File: src/oag_resolve.sv
// Purpose: package of the operand address generator and its designator resolver
// Assumes: register pointer keeps the working-set base in its upper nibble
// Notes:   resolver is purely combinational; the main module registers its results
////////////////////////////////////////////////////////////////////////////////
`default_nettype none

package oag_pkg;

  // addressing modes presented by the decoder
  typedef enum logic [3:0] {
    OAG_M_REG,
    OAG_M_PAIR,
    OAG_M_IND,
    OAG_M_IND_PAIR,
    OAG_M_IDX,
    OAG_M_DIR,
    OAG_M_REL,
    OAG_M_IMM
  } oag_mode_e;

  // instruction class, as far as address generation cares
  typedef enum logic [2:0] {
    OAG_K_OTHER,
    OAG_K_LOAD,
    OAG_K_COND_JUMP,
    OAG_K_CALL,
    OAG_K_REL_JUMP,
    OAG_K_DEC_BRANCH
  } oag_kind_e;

  // space that the effective address points into
  typedef enum logic [1:0] {
    OAG_S_REG,
    OAG_S_PROG,
    OAG_S_DATA,
    OAG_S_NONE
  } oag_space_e;

  typedef enum logic [2:0] {
    OAG_E_NONE,
    OAG_E_RANGE,
    OAG_E_ODD,
    OAG_E_MODE,
    OAG_E_SPACE
  } oag_err_e;

  localparam logic [3:0]  OAG_ESC_NIBBLE   = 4'hE;
  localparam logic [7:0]  OAG_LOW_MAX      = 8'h7F;
  localparam logic [7:0]  OAG_HIGH_MIN     = 8'hF0;
  localparam logic [7:0]  OAG_PAIR_LOW_MAX = 8'h7E;
  localparam logic [7:0]  OAG_PAIR_HI_MAX  = 8'hFE;
  localparam logic [3:0]  OAG_WPAIR_MAX    = 4'hE;
  localparam logic [7:0]  OAG_RST_BYTE     = 8'h00;
  localparam logic [15:0] OAG_RST_WORD     = 16'h0000;

  // 0-127 and 240-255 are the populated register-file addresses
  function automatic logic oag_rf_ok(input logic [7:0] a);
    oag_rf_ok = (a <= OAG_LOW_MAX) || (a >= OAG_HIGH_MIN);
  endfunction

endpackage

////////////////////////////////////////////////////////////////////////////////
`timescale 1ns/100ps

module oag_resolve (
  input  wire logic [7:0] desig,
  input  wire logic       short_form,
  input  wire logic [7:0] reg_ptr,
  output logic      [7:0] addr,
  output logic            working,
  output logic            in_range,
  output logic            even
);
  import oag_pkg::*;

  always_comb begin
    working = short_form || (desig[7:4] == OAG_ESC_NIBBLE);
    if (working) begin
      addr = {reg_ptr[7:4], desig[3:0]};
    end else begin
      addr = desig;
    end
    in_range = oag_rf_ok(addr);
    even     = ~addr[0];
  end

endmodule // oag_resolve

`default_nettype wire

File: src/oag_core.sv
// Notes on behaviour
// - register addresses valid 0-127 and 240-255
// - working register: pointer high nibble above field
// - register pair: even, 0-126 or 240-254
// - working pair: even designator 0 to 14
// - indirect: register content is operand address
// - program/data memory indirect needs a pair
// - indexed: base plus working register, load only
// - direct address only for jump and call
// - relative: signed byte displacement, two branches only
// - relative base is next instruction address
// - immediate: operand field is the value
// - nibble 1110 escapes to working register
// - short and long designators mix freely
//
// Purpose: operand effective-address generation between decoder and register file
// Assumes: register file read data is valid one cycle after rf_rd_en
// Notes:   one request at a time; req_ready low while a request is in flight
////////////////////////////////////////////////////////////////////////////////
`timescale 1ns/100ps
`default_nettype none

module oag_core (
  input  wire logic               clk,
  input  wire logic               srst,
  input  wire logic               ce,
  input  wire logic               req_valid,
  input  wire oag_pkg::oag_mode_e  req_mode,
  input  wire oag_pkg::oag_kind_e  req_kind,
  input  wire oag_pkg::oag_space_e req_space,
  input  wire logic               req_short,
  input  wire logic [7:0]         req_desig,
  input  wire logic [7:0]         req_base,
  input  wire logic [3:0]         req_index,
  input  wire logic [7:0]         req_field,
  input  wire logic [15:0]        req_direct,
  input  wire logic [7:0]         reg_ptr,
  input  wire logic [15:0]        pc_next,
  input  wire logic [7:0]         rf_rd_data,
  output logic                    req_ready,
  output logic                    rf_rd_en,
  output logic [7:0]              rf_rd_addr,
  output logic                    ea_valid,
  output logic [15:0]             ea_addr,
  output oag_pkg::oag_space_e      ea_space,
  output logic                    ea_pair,
  output logic                    ea_imm,
  output logic [7:0]              ea_imm_data,
  output logic                    ea_err,
  output oag_pkg::oag_err_e        ea_err_code
);
  import oag_pkg::*;

  typedef enum logic [2:0] {
    OAG_ST_IDLE,
    OAG_ST_RDH,
    OAG_ST_CAPH,
    OAG_ST_RDL,
    OAG_ST_CAPL
  } oag_state_e;

  ////////////////////////////////////////////////////////////////////////////
  // designator resolution

  logic [7:0] des_addr;
  logic       des_work;
  logic       des_ok;
  logic       des_even;
  logic [7:0] idx_addr;

  oag_resolve u_des (
    .desig      (req_desig),
    .short_form (req_short),
    .reg_ptr    (reg_ptr),
    .addr       (des_addr),
    .working    (des_work),
    .in_range   (des_ok),
    .even       (des_even)
  );

  // the index is always a working register, so it rides the short form
  oag_resolve u_idx (
    .desig      ({OAG_ESC_NIBBLE, req_index}),
    .short_form (1'b1),
    .reg_ptr    (reg_ptr),
    .addr       (idx_addr),
    .working    (),
    .in_range   (),
    .even       ()
  );

  logic pair_ok;
  always_comb begin
    if (des_work) begin
      pair_ok = des_even && (des_addr[3:0] <= OAG_WPAIR_MAX);
    end else begin
      pair_ok = des_even && ((des_addr <= OAG_PAIR_LOW_MAX) ||
                ((des_addr >= OAG_HIGH_MIN) && (des_addr <= OAG_PAIR_HI_MAX)));
    end
  end

  ////////////////////////////////////////////////////////////////////////////
  // sequencing state

  oag_state_e state_q, state_d;
  oag_mode_e  mode_q, mode_d;
  oag_space_e space_q, space_d;
  logic [7:0] base_q, base_d;
  logic [7:0] hi_q, hi_d;
  logic [7:0] rd_addr_q, rd_addr_d;
  logic       valid_q, valid_d;
  logic [15:0] addr_q, addr_d;
  oag_space_e osp_q, osp_d;
  logic       pair_q, pair_d;
  logic       imm_q, imm_d;
  logic [7:0] imm_data_q, imm_data_d;
  oag_err_e   err_q, err_d;

  logic [15:0] disp_ext;
  assign disp_ext = {{8{req_field[7]}}, req_field};

  always_comb begin
    state_d    = state_q;
    mode_d     = mode_q;
    space_d    = space_q;
    base_d     = base_q;
    hi_d       = hi_q;
    rd_addr_d  = rd_addr_q;
    valid_d    = 1'b0;
    addr_d     = addr_q;
    osp_d      = osp_q;
    pair_d     = pair_q;
    imm_d      = imm_q;
    imm_data_d = imm_data_q;
    err_d      = err_q;
    case (state_q)
      OAG_ST_IDLE: begin
        if (req_valid) begin
          mode_d     = req_mode;
          space_d    = req_space;
          base_d     = req_base;
          addr_d     = {OAG_RST_BYTE, des_addr};
          osp_d      = OAG_S_REG;
          pair_d     = 1'b0;
          imm_d      = 1'b0;
          imm_data_d = OAG_RST_BYTE;
          err_d      = OAG_E_NONE;
          rd_addr_d  = des_addr;
          case (req_mode)
            OAG_M_REG: begin
              valid_d = 1'b1;
              if (!des_ok) begin
                err_d = OAG_E_RANGE;
              end
            end
            OAG_M_PAIR: begin
              valid_d = 1'b1;
              pair_d  = 1'b1;
              if (!pair_ok) begin
                err_d = des_even ? OAG_E_RANGE : OAG_E_ODD;
              end
            end
            OAG_M_IND: begin
              // a single register cannot hold a 16-bit memory address
              if (req_space != OAG_S_REG) begin
                valid_d = 1'b1;
                err_d   = OAG_E_SPACE;
              end else if (!des_ok) begin
                valid_d = 1'b1;
                err_d   = OAG_E_RANGE;
              end else begin
                state_d = OAG_ST_RDH;
              end
            end
            OAG_M_IND_PAIR: begin
              if ((req_space != OAG_S_PROG) && (req_space != OAG_S_DATA)) begin
                valid_d = 1'b1;
                err_d   = OAG_E_SPACE;
              end else if (!pair_ok) begin
                valid_d = 1'b1;
                err_d   = des_even ? OAG_E_RANGE : OAG_E_ODD;
              end else begin
                state_d = OAG_ST_RDH;
              end
            end
            OAG_M_IDX: begin
              rd_addr_d = idx_addr;
              if (req_kind != OAG_K_LOAD) begin
                valid_d = 1'b1;
                err_d   = OAG_E_MODE;
              end else begin
                state_d = OAG_ST_RDH;
              end
            end
            OAG_M_DIR: begin
              valid_d = 1'b1;
              osp_d   = OAG_S_PROG;
              addr_d  = req_direct;
              if ((req_kind != OAG_K_COND_JUMP) && (req_kind != OAG_K_CALL)) begin
                err_d = OAG_E_MODE;
              end
            end
            OAG_M_REL: begin
              valid_d = 1'b1;
              osp_d   = OAG_S_PROG;
              addr_d  = pc_next + disp_ext;
              if ((req_kind != OAG_K_REL_JUMP) && (req_kind != OAG_K_DEC_BRANCH)) begin
                err_d = OAG_E_MODE;
              end
            end
            OAG_M_IMM: begin
              valid_d    = 1'b1;
              osp_d      = OAG_S_NONE;
              imm_d      = 1'b1;
              imm_data_d = req_field;
              addr_d     = OAG_RST_WORD;
            end
            default: begin
              valid_d = 1'b1;
              err_d   = OAG_E_MODE;
            end
          endcase
          // branch classes own the relative mode and nothing else
          if (((req_kind == OAG_K_REL_JUMP) || (req_kind == OAG_K_DEC_BRANCH)) &&
              (req_mode != OAG_M_REL)) begin
            valid_d = 1'b1;
            state_d = OAG_ST_IDLE;
            err_d   = OAG_E_MODE;
          end
        end
      end
      OAG_ST_RDH: begin
        state_d = OAG_ST_CAPH;
      end
      OAG_ST_CAPH: begin
        if (mode_q == OAG_M_IND_PAIR) begin
          hi_d      = rf_rd_data;
          rd_addr_d = rd_addr_q + 8'h01;
          state_d   = OAG_ST_RDL;
        end else if (mode_q == OAG_M_IDX) begin
          valid_d = 1'b1;
          state_d = OAG_ST_IDLE;
          addr_d  = {OAG_RST_BYTE, base_q + rf_rd_data};
          if (!oag_rf_ok(base_q + rf_rd_data)) begin
            err_d = OAG_E_RANGE;
          end
        end else begin
          valid_d = 1'b1;
          state_d = OAG_ST_IDLE;
          addr_d  = {OAG_RST_BYTE, rf_rd_data};
          if (!oag_rf_ok(rf_rd_data)) begin
            err_d = OAG_E_RANGE;
          end
        end
      end
      OAG_ST_RDL: begin
        state_d = OAG_ST_CAPL;
      end
      OAG_ST_CAPL: begin
        valid_d = 1'b1;
        state_d = OAG_ST_IDLE;
        osp_d   = space_q;
        addr_d  = {hi_q, rf_rd_data};
      end
      default: begin
        state_d = OAG_ST_IDLE;
      end
    endcase
  end

  always_ff @(posedge clk) begin
    if (srst) begin
      state_q    <= OAG_ST_IDLE;
      mode_q     <= OAG_M_REG;
      space_q    <= OAG_S_REG;
      base_q     <= OAG_RST_BYTE;
      hi_q       <= OAG_RST_BYTE;
      rd_addr_q  <= OAG_RST_BYTE;
      valid_q    <= 1'b0;
      addr_q     <= OAG_RST_WORD;
      osp_q      <= OAG_S_REG;
      pair_q     <= 1'b0;
      imm_q      <= 1'b0;
      imm_data_q <= OAG_RST_BYTE;
      err_q      <= OAG_E_NONE;
    end else if (ce) begin
      state_q    <= state_d;
      mode_q     <= mode_d;
      space_q    <= space_d;
      base_q     <= base_d;
      hi_q       <= hi_d;
      rd_addr_q  <= rd_addr_d;
      valid_q    <= valid_d;
      addr_q     <= addr_d;
      osp_q      <= osp_d;
      pair_q     <= pair_d;
      imm_q      <= imm_d;
      imm_data_q <= imm_data_d;
      err_q      <= err_d;
    end
  end

  ////////////////////////////////////////////////////////////////////////////
  // outputs

  // handshakes are combinational; a frozen ce stretches them with the state
  assign req_ready   = (state_q == OAG_ST_IDLE);
  assign rf_rd_en    = (state_q == OAG_ST_RDH) || (state_q == OAG_ST_RDL);
  assign rf_rd_addr  = rd_addr_q;
  assign ea_valid    = valid_q;
  assign ea_addr     = addr_q;
  assign ea_space    = osp_q;
  assign ea_pair     = pair_q;
  assign ea_imm      = imm_q;
  assign ea_imm_data = imm_data_q;
  assign ea_err      = (err_q != OAG_E_NONE);
  assign ea_err_code = err_q;

endmodule // oag_core

`default_nettype wire

File: config.mk
export PLATFORM = sky130hd
export DESIGN_NAME = oag_core
export DESIGN_NICKNAME = d
export VERILOG_FILES = /design/src/oag_resolve.sv /design/src/oag_core.sv
export SDC_FILE = /design/constraint.sdc
export NUM_CORES = 1
export LEC_CHECK = 0
export BUFFER_PORTS_ARGS = -buffer_cell sky130_fd_sc_hd__buf_2
export CORE_ASPECT_RATIO = 2
export CORE_UTILIZATION = 50
export CTS_BUF_LIST = sky130_fd_sc_hd__clkbuf_2
export DETAILED_ROUTE_END_ITERATION = 8
export PLACE_DENSITY_LB_ADDON = 0.1
export SYNTH_ARGS = -nofsm -noshare
export SYNTH_HDL_FRONTEND = slang
export SYNTH_SLANG_ARGS = --single-unit
export TNS_END_PERCENT = 20
File: constraint.sdc
create_clock -name clk -period 5.55 [get_ports clk]
set_input_delay 0.2775 -clock clk [delete_from_list [all_inputs] [get_ports clk]]
set_output_delay 0.2775 -clock clk [all_outputs]
set_load 0.02 [all_outputs]
Word-level counts from Yosys, hierarchy flattened
Index checks and enable logic that the tools add are counted.
Widths: inputs -> output; s select.

word-level totals
  input port bits = 90
  register bits = 65
  logic and storage cells = 143

operators by class
  $lt $le $gt $ge = 9
  mux-type cells = 53
  $add $sub $neg = 3
  equal/unequal tests = 35
  bitwise gates (word level) = 1
  reductions and logical operators = 29

operators by type and width
  cell                 count
  $pmux 16 s3          2
  $mux 8               6
  $mux 3               15
  $le 8x7->1 const B   4
  $mux 16              2
  $ge 8x8->1 const B   3
  $pmux 3 s8           1
  $eq 4x3->1 const B   5
  $ne 4x4->1 const B   5
  $add 16x16->16       1
  $pmux 8 s2           1
  $mux 2               7
  $eq 4x2->1 const B   3
  $mux 1               12
  $ne 3x3->1 const B   4
  $pmux 3 s4           1
  $eq 3x3->1 const B   3
  $pmux 3 s3           1
  $reduce_and 3->1     3
  $add 8x1->8 const B  1
  $add 8x8->8          1
  $le 8x8->1 const B   1
  $ne 2x2->1 const B   4
  $pmux 2 s2           2
  23 further kinds     42

Longest topological paths before layout
Gate-level depths: netlist (run 1).

  depth in word-level cells = 14
  depth in mapped cells = 9
  mapped depth without buffers = 9

Hierarchy
A second synthesis (run 1) with hierarchy kept.

unflattened totals
  cells, all modules = 644
  area, all modules = 4818.4 sq um

by module, submodules not included
  module                area each (sq um)  cells each  instances
  oag_core              4521.8             604         1
  oag_resolve at u_idx  150.1              20          1
  oag_resolve at u_des  146.4              20          1

Least setup slack after synthesis (run 1)
Ideal clock, no wire load.

  path type = input port to flip-flop
  from = in req_field[0]
  to = reg addr_q[12] (netlist: ea_addr[12])
  data arrival time = 2119 ps
  stages on the path = 9
  data required time = 5433 ps
  setup slack = 3313 ps
  path buffers = 0
  cell sequence = ha_1 -> fa_1 -> a21oi_1 -> nand4b_1 -> a21oi_1 -> or3_1 -> a31oi_1 -> mux2i_1 -> nand2_1

between the ends
  longest elaborated chain between the ends = 4

RTL lines
  what                  RTL line         source
  start, declared       oag_core.sv:35   input wire logic [7:0] req_field,
  $add 16x16->16        oag_core.sv:206  addr_d = pc_next + disp_ext;
  $pmux 16 s3           oag_core.sv:149  case (req_mode)
  $mux 16               oag_core.sv:138  if (req_valid) begin
  $pmux 16 s3           oag_core.sv:136  case (state_q)
  end signal, assigned  oag_core.sv:294  addr_q <= addr_d;
  end, declared         oag_core.sv:112  logic [15:0] addr_q, addr_d;

No other way between the ends. The select of a mux whose other input is x is not followed.
A chain may end at the register's enable or synchronous reset.

Final worst setup path (run 1)
  from = in req_field[0]
  to = reg addr_q[14] (netlist: ea_addr[14])

Same word-level chain as after synthesis.

==> flow_summary.toml, run 1 <==
[clocking]
clockBufferDepth = 2
cts_setup_buffers = 0
htree_levels = 3
clk_pin_slew_worst_paths_ns = 0.18
clk_latency_ns = 0.53
cts_tree = "yes"
cts.root.buffer_cell = "clkbuf_2"
cts.sinks = 65
cts_resized = 0
postCtsHoldBufs = 15
numCtsBuffers = 9

[detailed_routing]
vias = 5134
drtIter0Drc = 285
wl_mm = 14.6
dr.pass1.iters = 5
drc = 0
wl_per_cell_um = 17.4
drtAntennaViolNets = 0
via_per_inst = 6.11

[power]
sw_frac_of_total_pct = 35.8
p_leak_nw = 2.42
irDropWorstVdd_v = 0.000117
powerDensity_mw_per_mm2 = 209
pwr-share-seq_pct = 44.5
p_comb_share_pct = 32.5
p_clk_share_pct = 23.0
power.internal_mw = 0.743
finalPower_mw = 1.16
p_sw_mw = 0.414

[hold_path]
hold_path.startpoint = "rf_rd_data[5]"
hp-class = "in2reg"
min_delay_path_depth = 3
min_to = "hi_q[5]$_SDFFE_PP0P_"

[global_routing]
grt_usage_pct = 30.1
antenna_found_initial = 1
gr-total-overflow = 0
grt_pass1_wl_mm = 22.9
grt_pass1_vias = 4833
grt_start_max_net_pins = 57

[critical_path]
cp-start-kind = "input pin"
cp-end-kind = "flop"
cp.required_ns = 5.99
critPathMostFrequentCell = "a21oi_1"
path_buf_inv = 2
worst-setup-path-type = "in2reg"
arrival_ns = 3.13
reg2reg_from = "state_q[2]$_SDFFE_PP0P_"
worstSetupStartpoint = "req_field[0]"
crit_path_top_delay_cell = "dlygate4sd3_1"
rr_worst_depth = 7
r2r_end = "ea_addr[12]$_SDFFE_PP0P_"
cpPeakStageDelay_ns = 0.53
path_delay_family = "compound AO/OA/AOI/OAI gates"
worstPathMaxFanout = 2
path_cells = "dlygate4sd3_1 -> buf_2 -> ha_1 -> fa_1 -> a21oi_1 -> nand4b_1 -> a21oi_1 -> or3_1 -> a31oi_1 -> mux2i_1 -> nand2_1"
ff2ff_setup_slack_ns = 2.95

[synthesis]
synth_top_area_share_pct = 28.1
avgSynthCellArea_um2 = 7.62
ys_async_sr_fraction_pct = 0
synth_cell_types = 75
netlist_instances = 607
yosysMostFrequentCell = "nand2_1"
syn_nets = 723
synth_seq_cells = 65
synthFlopType = "dfxtp_1"
synth_edf_count = 0
synth_top_area_cell = "dfxtp_1"
synthTopCellsByArea = "dfxtp_1 (28%), a21oi_1 (6.9%), nand2_1 (6.7%), ha_1 (6.5%), o21ai_0 (4.2%)"
syn-cell-area_mm2 = 0.00462
yosysWarnings = 0
seq_area_frac_synth_pct = 28.1
synthTopCellsByCount = "nand2_1 (82), dfxtp_1 (65), a21oi_1 (64)"

[timing]
drv_slew = 0
relSlewSlack_pct = 40.1
final-hold-violation-count = 0
fin_crit_ns = 2.69
setup_slack_ns = 2.86
setup_viol = 0
finalCritPeriodShare_pct = 48.4
rsz0062_at_grt = "no"
fin_setup_tns_ns = 0
skew_ns = 0.0343
tightest_slew_ns = 0.876
fmax_ghz = 0.372
whs_ns = 0.0355

[finish]
final_core_util_pct = 61.5
finalNetCount = 849
drive_gt1_share_pct = 22.0
multi_input_area_mm2 = 0.00311
final_cells = 840
final_area_mm2 = 0.00554
nFillCells = 871
synthToLayoutAreaGrowth_pct = 19.8
seqCellArea_mm2 = 0.00130

[die]
die_w_um = 70.0
core_area_mm2 = 0.00901
rows = 49
die_h_um = 138
die_area_mm2 = 0.00966
initial_core_util_pct = 51.3
num_io_pins = 133

[place]
place_congestion = 0.994
port_buffers = 128
hpwlAfterDp_mm = 11.4
placed_cell_area_mm2 = 0.00528
dp_cells = 808
dpl_worst_slack_ns = 2.84

[run]
cap_violations = 0

[outcome]
run_status = "finished clean"
final cells by class:
type	count	share of cell area (%)
Antenna cell	1	0.0452
Tap cell	102	2.30
Sequential cell	65	23.5
Multi-Input combinational cell	492	56.2
Clock buffer	10	0.903
Clock inverter	5	0.858
Timing Repair Buffer	149	15.1
Inverter	16	1.08
how the worst max path moves through the flow:
stage	cells past startpoint	end
detailed placement	10	ea_addr[14]$_SDFFE_PP0P_
global placement	10	ea_addr[14]$_SDFFE_PP0P_
CTS	11	ea_addr[14]$_SDFFE_PP0P_
finish	11	ea_addr[14]$_SDFFE_PP0P_
floorplan	9	ea_addr[12]$_SDFFE_PP0P_
global route	7	ea_addr[14]$_SDFFE_PP0P_
power groups by stage:
stage          Sequential (mW)  Combinational [mW]  Clock [mW]
2_1_floorplan            0.542               0.222           0
3_3_place_gp             0.523               0.358           0
3_5_place_dp             0.524               0.364           0
4_1_cts                  0.514               0.374       0.271
5_1_grt                  0.518               0.411       0.292
6_report                 0.515               0.376       0.267
layout by cell type, fill, tap and decap left out, drive strengths merged, types with 16 or more instances in the layout:
master,synthesis,final
buf,17,133
inv,16,16
dfxtp,65,65
ha,24,24
a21oi,65,65
o21ai,45,45
nand2,82,82
dlygate4sd3,0,16
nor2,40,40
nand3,34,34
worst register-to-register path, delay by kind of cell (launching register included):
family	cells	cell delay (ns)
and+or+nand+nor	6	1.81
AOI/OAI and AO/OA	1	0.17
DFF	1	0.57
sequential cells by signal, indices dropped and copies added (netlist names), 3 cells and up:
register and flops:
hi_q 8, ea_err_code 3, ea_addr 16, state_q 3
ea_imm_data 8, base_q 8, mode_q 4, rf_rd_addr 8
per-layer routing:
metal	track usage [%]	vias to the layer above	part of all wire (%)
met2	54.9	210	53
met4	20.0	0	5.8
li1	-	2487	-
met1	30.5	2382	36
met5	0	-	0
met3	4.74	55	5.4
logic make-up (layout without fill, tap and decap cells):
logic type               after synthesis  count (layout)  share of synthesized area (%)
adder cells (fa/ha/maj)               26              26                           7.36
buffers and inverters                 50             180                           4.60
XOR/XNOR                              16              16                           3.03
AO/OA/AOI/OAI                        209             209                           29.0
flip-flops                            65              65                           28.1
multiplexers                          15              15                           3.46
other                                  0               1                              0
AND/OR/NAND/NOR                      226             226                           24.4
(Power assumes the default switching activity.)
==> inputs of run 2 (changes only) <==
ABC_AREA = 1   (was default)
clock period = 2.7 ns   (was 5.55 ns; I/O delays follow)
==> run 2 against run 1 <==
  * The run now ends with DRC left
  * Hold slack gained 0.00090 ns
  * Clock power is 130% higher
  * Combinational power grew to 3.2 times the previous value
  * Non-clock buffer count rose by 25
  * Wire length increased by 2.9%
  * Largest cell class unchanged
  * Highest routed layer unchanged
==> flow_summary.toml, run 2 <==
[timing]
drv_slew = 0
fmax_ghz = 0.443
final-hold-violation-count = 0
fin_setup_tns_ns = 0
skew_ns = 0.0232
whs_ns = 0.0364
rsz0062_at_grt = "no"
relSlewSlack_pct = 60.6
fin_crit_ns = 2.26
setup_viol = 0
finalCritPeriodShare_pct = 83.7
tightest_slew_ns = 0.590

[global_routing]
grt_start_max_net_pins = 30
grt_usage_pct = 31.1
gr-total-overflow = 0
grt_pass1_wl_mm = 24.1
antenna_found_initial = 3
grt_pass1_vias = 5423

[detailed_routing]
drtIter0Drc = 272
dr.pass1.iters = 7
drc = 12
drtAntennaViolNets = 0
wl_per_cell_um = 15.1
vias = 5463
wl_mm = 15.0
via_per_inst = 5.51

[finish]
final_cell_mix = "nand2_1 (165), buf_2 (128), a21oi_1 (91), inv_1 (84), dfxtp_1 (65)"
largest_reg_flops = 16
nFillCells = 822
drive_gt1_share_pct = 21.1
synthToLayoutAreaGrowth_pct = 26.1
layout.cells.most_common = "nand2_1"
finalNetCount = 998
final_core_util_pct = 65.2

[synthesis]
synth_edf_count = 0
yosysMostFrequentCell = "nand2_1"
avgSynthCellArea_um2 = 6.53
syn-cell-area_mm2 = 0.00469
synth_cell_types = 49
synthTopCellsByArea = "dfxtp_1 (28%), nand2_1 (13%), a21oi_1 (9.7%), o21ai_0 (6.8%), inv_1 (6.7%)"
syn_nets = 834
synth_seq_cells = 65
ys_async_sr_fraction_pct = 0
synthFlopType = "dfxtp_1"
synthTopCellsByCount = "nand2_1 (165), a21oi_1 (91), inv_1 (84)"
seq_area_frac_synth_pct = 27.7
post_synth_and_or_nand_nor_area_fraction_pct = 27.2
synth-adder-area-share_pct = 7.26
synth_top_area_share_pct = 27.7
netlist_instances = 718
synth_compound_area_share_pct = 26.6
synth_top_family_by_area = "simple AND/OR/NAND/NOR gates"
synth_top_area_cell = "dfxtp_1"
yosysWarnings = 0
synth.area.mux_share_pct = 0
synthXorXnorAreaFrac_pct = 1.31

[critical_path]
cp-end-kind = "flop"
critPathMostFrequentCell = "nand2_1"
cpPeakStageDelay_ns = 0.54
cp.required_ns = 3.16
crit_path_top_delay_cell = "dlygate4sd3_1"
cp-start-kind = "input pin"
arrival_ns = 2.72
path_buf_inv = 3
worstPathMaxFanout = 4
worst-setup-path-type = "in2reg"
path_cells = "dlygate4sd3_1 -> buf_2 -> ha_1 -> fa_1 -> nand2_1 -> nand2_1 -> nand2_1 -> nand2_1 -> a21boi_2 -> o21ai_1 -> inv_1 -> nor2_1 -> o21ai_0 -> nand3_1 -> nand2_1 -> nand2_1 -> a21oi_1"
path_delay_family = "buffers and inverters"

[clocking]
cts_setup_buffers = 0
cts.sinks = 65
cts.root.buffer_cell = "clkbuf_2"
numCtsBuffers = 9
clockBufferDepth = 2
clk_latency_ns = 0.51
clk_pin_slew_worst_paths_ns = 0.19
cts_tree = "yes"
htree_levels = 3

[place]
hpwlAfterDp_mm = 11.5
port_buffers = 128
place_congestion = 0.933

[die]
core_area_mm2 = 0.00907
die_area_mm2 = 0.00979
initial_core_util_pct = 51.7
num_io_pins = 133
die_w_um = 70.5
die_h_um = 139
rows = 49

[hold_path]
hp-class = "in2reg"

[outcome]
run_status = "finished, violations left"
violations = "DRC"

[power]
p_leak_nw = 2.85
powerDensity_mw_per_mm2 = 501
irDropWorstVdd_v = 0.000383

[run]
cap_violations = 0
[run 2: cell count changes after synthesis, moves of 8 or more]
cell / before / now
nor2b_1: 12 / 0
nand2_1: 82 / 165
o211ai_1: 1 / 10
nor3_1: 13 / 4
inv_2: 0 / 8
nor2_1: 39 / 53
mux2i_1: 13 / 0
a21oi_1: 64 / 91
a22oi_1: 12 / 0
buf_2: 14 / 6
nand2b_1: 9 / 0
o21ai_0: 39 / 64
inv_1: 16 / 84
[run 2: metrics by stage]
| stage | total power [mW] | instance area (µm²) | instances | setup slack, ns |
|---|---|---|---|---|
| 2_1_floorplan | 1.98 | 4690 | 718 | 0.845 |
| 3_3_place_gp | 2.30 | 5390 | 933 | 0.512 |
| 3_5_place_dp | 2.32 | 5390 | 933 | 0.463 |
| 4_1_cts | 2.97 | 5900 | 989 | 0.472 |
| 5_1_grt | 3.16 | 5910 | 992 | 0.197 |
| 6_report | 2.96 | 5910 | 992 | 0.440 |
[run 2: worst paths after layout]
path	depth (start not counted)	start	slack, ns	end
worst min register to register	2	hi_q[3]$_SDFFE_PP0P_	0.46	hi_q[3]$_SDFFE_PP0P_
worst max-delay path	17	req_field[0]	0.44	ea_addr[10]$_SDFFE_PP0P_
worst min-delay path	5	req_direct[4]	0.04	ea_addr[4]$_SDFFE_PP0P_
worst max register to register	10	state_q[1]$_SDFFE_PP0P_	0.49	ea_addr[0]$_SDFFE_PP0P_
[run 2: layout make-up]
type / instances / area, µm² / area share (%)
clock buffer: 9 / 45.0 / 0.762
sequential: 65 / 1300 / 22.0
timing repair buffer: 174 / 1090 / 18.4
multi-input combinational: 539 / 2920 / 49.5
clock inverter: 7 / 68.8 / 1.16
antenna: 3 / 7.51 / 0.127
inverter: 93 / 352 / 5.95
tap: 102 / 128 / 2.16
[run 2: layer usage]
metal,GRT usage (%),part of all wire [%],vias up
met1,29.3,36,2490
met2,61.5,56,175
li1,-,-,2749
met5,0,0,-
met3,4.43,3.7,49
met4,17.5,4.7,0
[run 2: cells by family (layout without fill, tap and decap cells)]
| kind of cell | Yosys count | after routing |
|---|---|---|
| DFF | 65 | 65 |
| AOI/OAI and AO/OA | 215 | 215 |
| xor gates and xnor gates | 7 | 7 |
| adders and majority gates | 26 | 26 |
| other | 0 | 3 |
| buffers and inverters | 114 | 283 |
| and+or+nand+nor | 291 | 291 |
[run 2: power by group]
part | switching [mW] | internal (mW) | total (mW)
combinational | 0.778 | 0.436 | 1.21
clock | 0.387 | 0.215 | 0.601
sequential | 0.0727 | 1.07 | 1.14
total | 1.24 | 1.72 | 2.96
[run 2: repair_timing]
item,CTS,global route
hold endpoints to repair,41,0
hold buffers,40,0
gates resized for setup,0,0
setup endpoints to repair,0,0
[run 2: worst min-delay path: stages]
cell and delay, ns:
buf_2 0.10, nand2_1 0.06, nand3_1 0.07, nand2_1 0.06, a31oi_1 0.07
==> inputs of run 3 (changes only) <==
CORE_UTILIZATION = 49   (was 50)
clock period = 2 ns   (was 2.7 ns; I/O delays follow)
==> run 3 against run 2 <==
  * The flow still finishes with violations (DRC)
  * Cell count increased by 3.5%
  * Flip-flop and latch count unchanged
  * Sequential share of layout area decreased by 1.3 points
  * Global-route usage increased by 2.1 points
  * Via count increased by 4.0%
  * Utilization increased by 2.7 points
  * Register-to-register slack got worse by 0.45 ns
  * Sequential power increased by 37%
  * Non-clock buffer count increased by 34
  * Critical path type is now reg2reg
  * Highest routed layer unchanged
==> flow_summary.toml, run 3 (synthesis gave the netlist of run 2 again) <==
[power]
irDropWorstVdd_v = 0.000443
powerDensity_mw_per_mm2 = 660
p_leak_nw = 3.01

[global_routing]
grt_usage_pct = 33.3
gr-total-overflow = 0
grt_pass1_vias = 5869
antenna_found_initial = 2
grt_start_max_net_pins = 37
grt_pass1_wl_mm = 25.9

[place]
port_buffers = 128
hpwlAfterDp_mm = 12.3
place_congestion = 0.955

[timing]
fmax_ghz = 0.510
fin_crit_ns = 1.96
rsz0062_at_grt = "yes"
tightest_slew_ns = 0.821
finalCritPeriodShare_pct = 98.0
whs_ns = 0.0306
relSlewSlack_pct = 45.2
setup_viol = 0
drv_slew = 0
final-hold-violation-count = 0
skew_ns = 0.0219

[detailed_routing]
drtAntennaViolNets = 0
drc = 8
drtIter0Drc = 244
dr.pass1.iters = 9
wl_per_cell_um = 15.8
via_per_inst = 5.53
wl_mm = 16.2
vias = 5680

[outcome]
run_status = "finished, violations left"
violations = "DRC"

[finish]
final_cell_mix = "nand2_1 (161), buf_2 (128), a21oi_1 (88), inv_1 (84), o21ai_0 (63)"
finalNetCount = 1032
layout.cells.most_common = "nand2_1"
nFillCells = 850
final_core_util_pct = 67.9
drive_gt1_share_pct = 25.7
synthToLayoutAreaGrowth_pct = 35.0
largest_reg_flops = 16

[clocking]
cts.root.buffer_cell = "clkbuf_2"
clockBufferDepth = 2
clk_latency_ns = 0.53
cts.sinks = 65
numCtsBuffers = 9
htree_levels = 3
cts_tree = "yes"
clk_pin_slew_worst_paths_ns = 0.22

[die]
num_io_pins = 133
rows = 50
die_h_um = 140
die_area_mm2 = 0.00999
initial_core_util_pct = 50.3
core_area_mm2 = 0.00932
die_w_um = 71.2

[critical_path]
worst-setup-path-type = "reg2reg"
path_buf_inv = 1
cp-end-kind = "flop"
worstPathMaxFanout = 4
path_delay_family = "simple AND/OR/NAND/NOR gates"
path_cells = "ha_4 -> fa_2 -> nand4_1 -> nand3_1 -> inv_1 -> or2_0 -> nand3_2 -> nand3_1 -> nand2_1 -> nand3_2 -> nand2_4 -> nand2_2 -> nand2_1 -> nor2_1"
cp-start-kind = "flop"
cpPeakStageDelay_ns = 0.38
cp.required_ns = 2.47
crit_path_top_delay_cell = "dfxtp_2"
arrival_ns = 2.43

[run]
cap_violations = 0

[hold_path]
hp-class = "in2reg"
-- run 3: changes by cell type in the layout (fill, tap and decap cells not counted), moves of 4 or more --
| cell | before | now |
|---|---|---|
| buf_4 | 6 | 29 |
| dlygate4sd3_1 | 40 | 50 |
| dfxtp_1 | 65 | 58 |
| dfxtp_2 | 0 | 7 |
| ha_1 | 24 | 19 |
| ha_4 | 0 | 5 |
| nand2_1 | 165 | 161 |
-- run 3: timing repair --
item                       CTS  global route
setup endpoints to repair    3            20
hold buffers                50             0
cloned                       0             0
setup buffers                0             2
hold endpoints to repair    50             0
pin swaps                    0             8
gates resized for setup      2            29
-- run 3: per-layer routing --
| metal | GRT usage (%) | wire, µm | vias to the layer above |
|---|---|---|---|
| li1 | - | - | 2812 |
| met1 | 29.5 | 5560 | 2607 |
| met2 | 65.4 | 9060 | 196 |
| met3 | 6.19 | 707 | 65 |
| met4 | 20.9 | 847 | 0 |
| met5 | 0 | 0 | - |
-- run 3: final timing paths --
check,depth (start not counted),slack [ns],start,end
min,7,0.03,req_direct[6],ea_addr[6]$_SDFFE_PP0P_
max reg2reg,14,0.04,base_q[0]$_SDFFE_PP0P_,ea_err_code[0]$_SDFFE_PP0P_
max,14,0.04,base_q[0]$_SDFFE_PP0P_,ea_err_code[0]$_SDFFE_PP0P_
min reg2reg,2,0.46,hi_q[2]$_SDFFE_PP0P_,hi_q[2]$_SDFFE_PP0P_
-- run 3: tightest hold or removal path, delay by kind of cell --
| kind | cells | cell delay (ns) |
|---|---|---|
| AO/OA/AOI/OAI | 2 | 0.15 |
| AND/OR/NAND/NOR | 3 | 0.15 |
| buffers and inverters | 2 | 0.13 |
-- run 3: stage by stage --
step                      area, µm²  power, mW  setup TNS (ns)  instances  worst slack, ns
after detailed placement       5560       3.22          -0.141        957          -0.0761
after CTS                      6180       4.13               0       1023          0.00658
after global placement         5560       3.19         -0.0577        957          -0.0538
after global routing           6330       4.44          -0.216       1027          -0.0895
final                          6330       4.18               0       1027           0.0400
after floorplan                4690       2.67               0        718            0.145
-- run 3: area by class of cell --
class,count,area (µm²),area share [%]
Clock buffer,9,45.0,0.712
Timing Repair Buffer,208,1370,21.6
Tap cell,104,130,2.06
Antenna cell,2,5.00,0.0791
Inverter,93,354,5.60
Sequential cell,65,1310,20.7
Multi-Input combinational cell,539,3040,48.1
Clock inverter,7,71.3,1.13
-- run 3: power by group --
group / switching, mW / leakage (nW) / internal (mW) / total (mW)
Combinational: 1.11 / 2.41 / 0.681 / 1.79
Sequential: 0.107 / 0.534 / 1.45 / 1.56
Clock: 0.542 / 0.0672 / 0.286 / 0.829
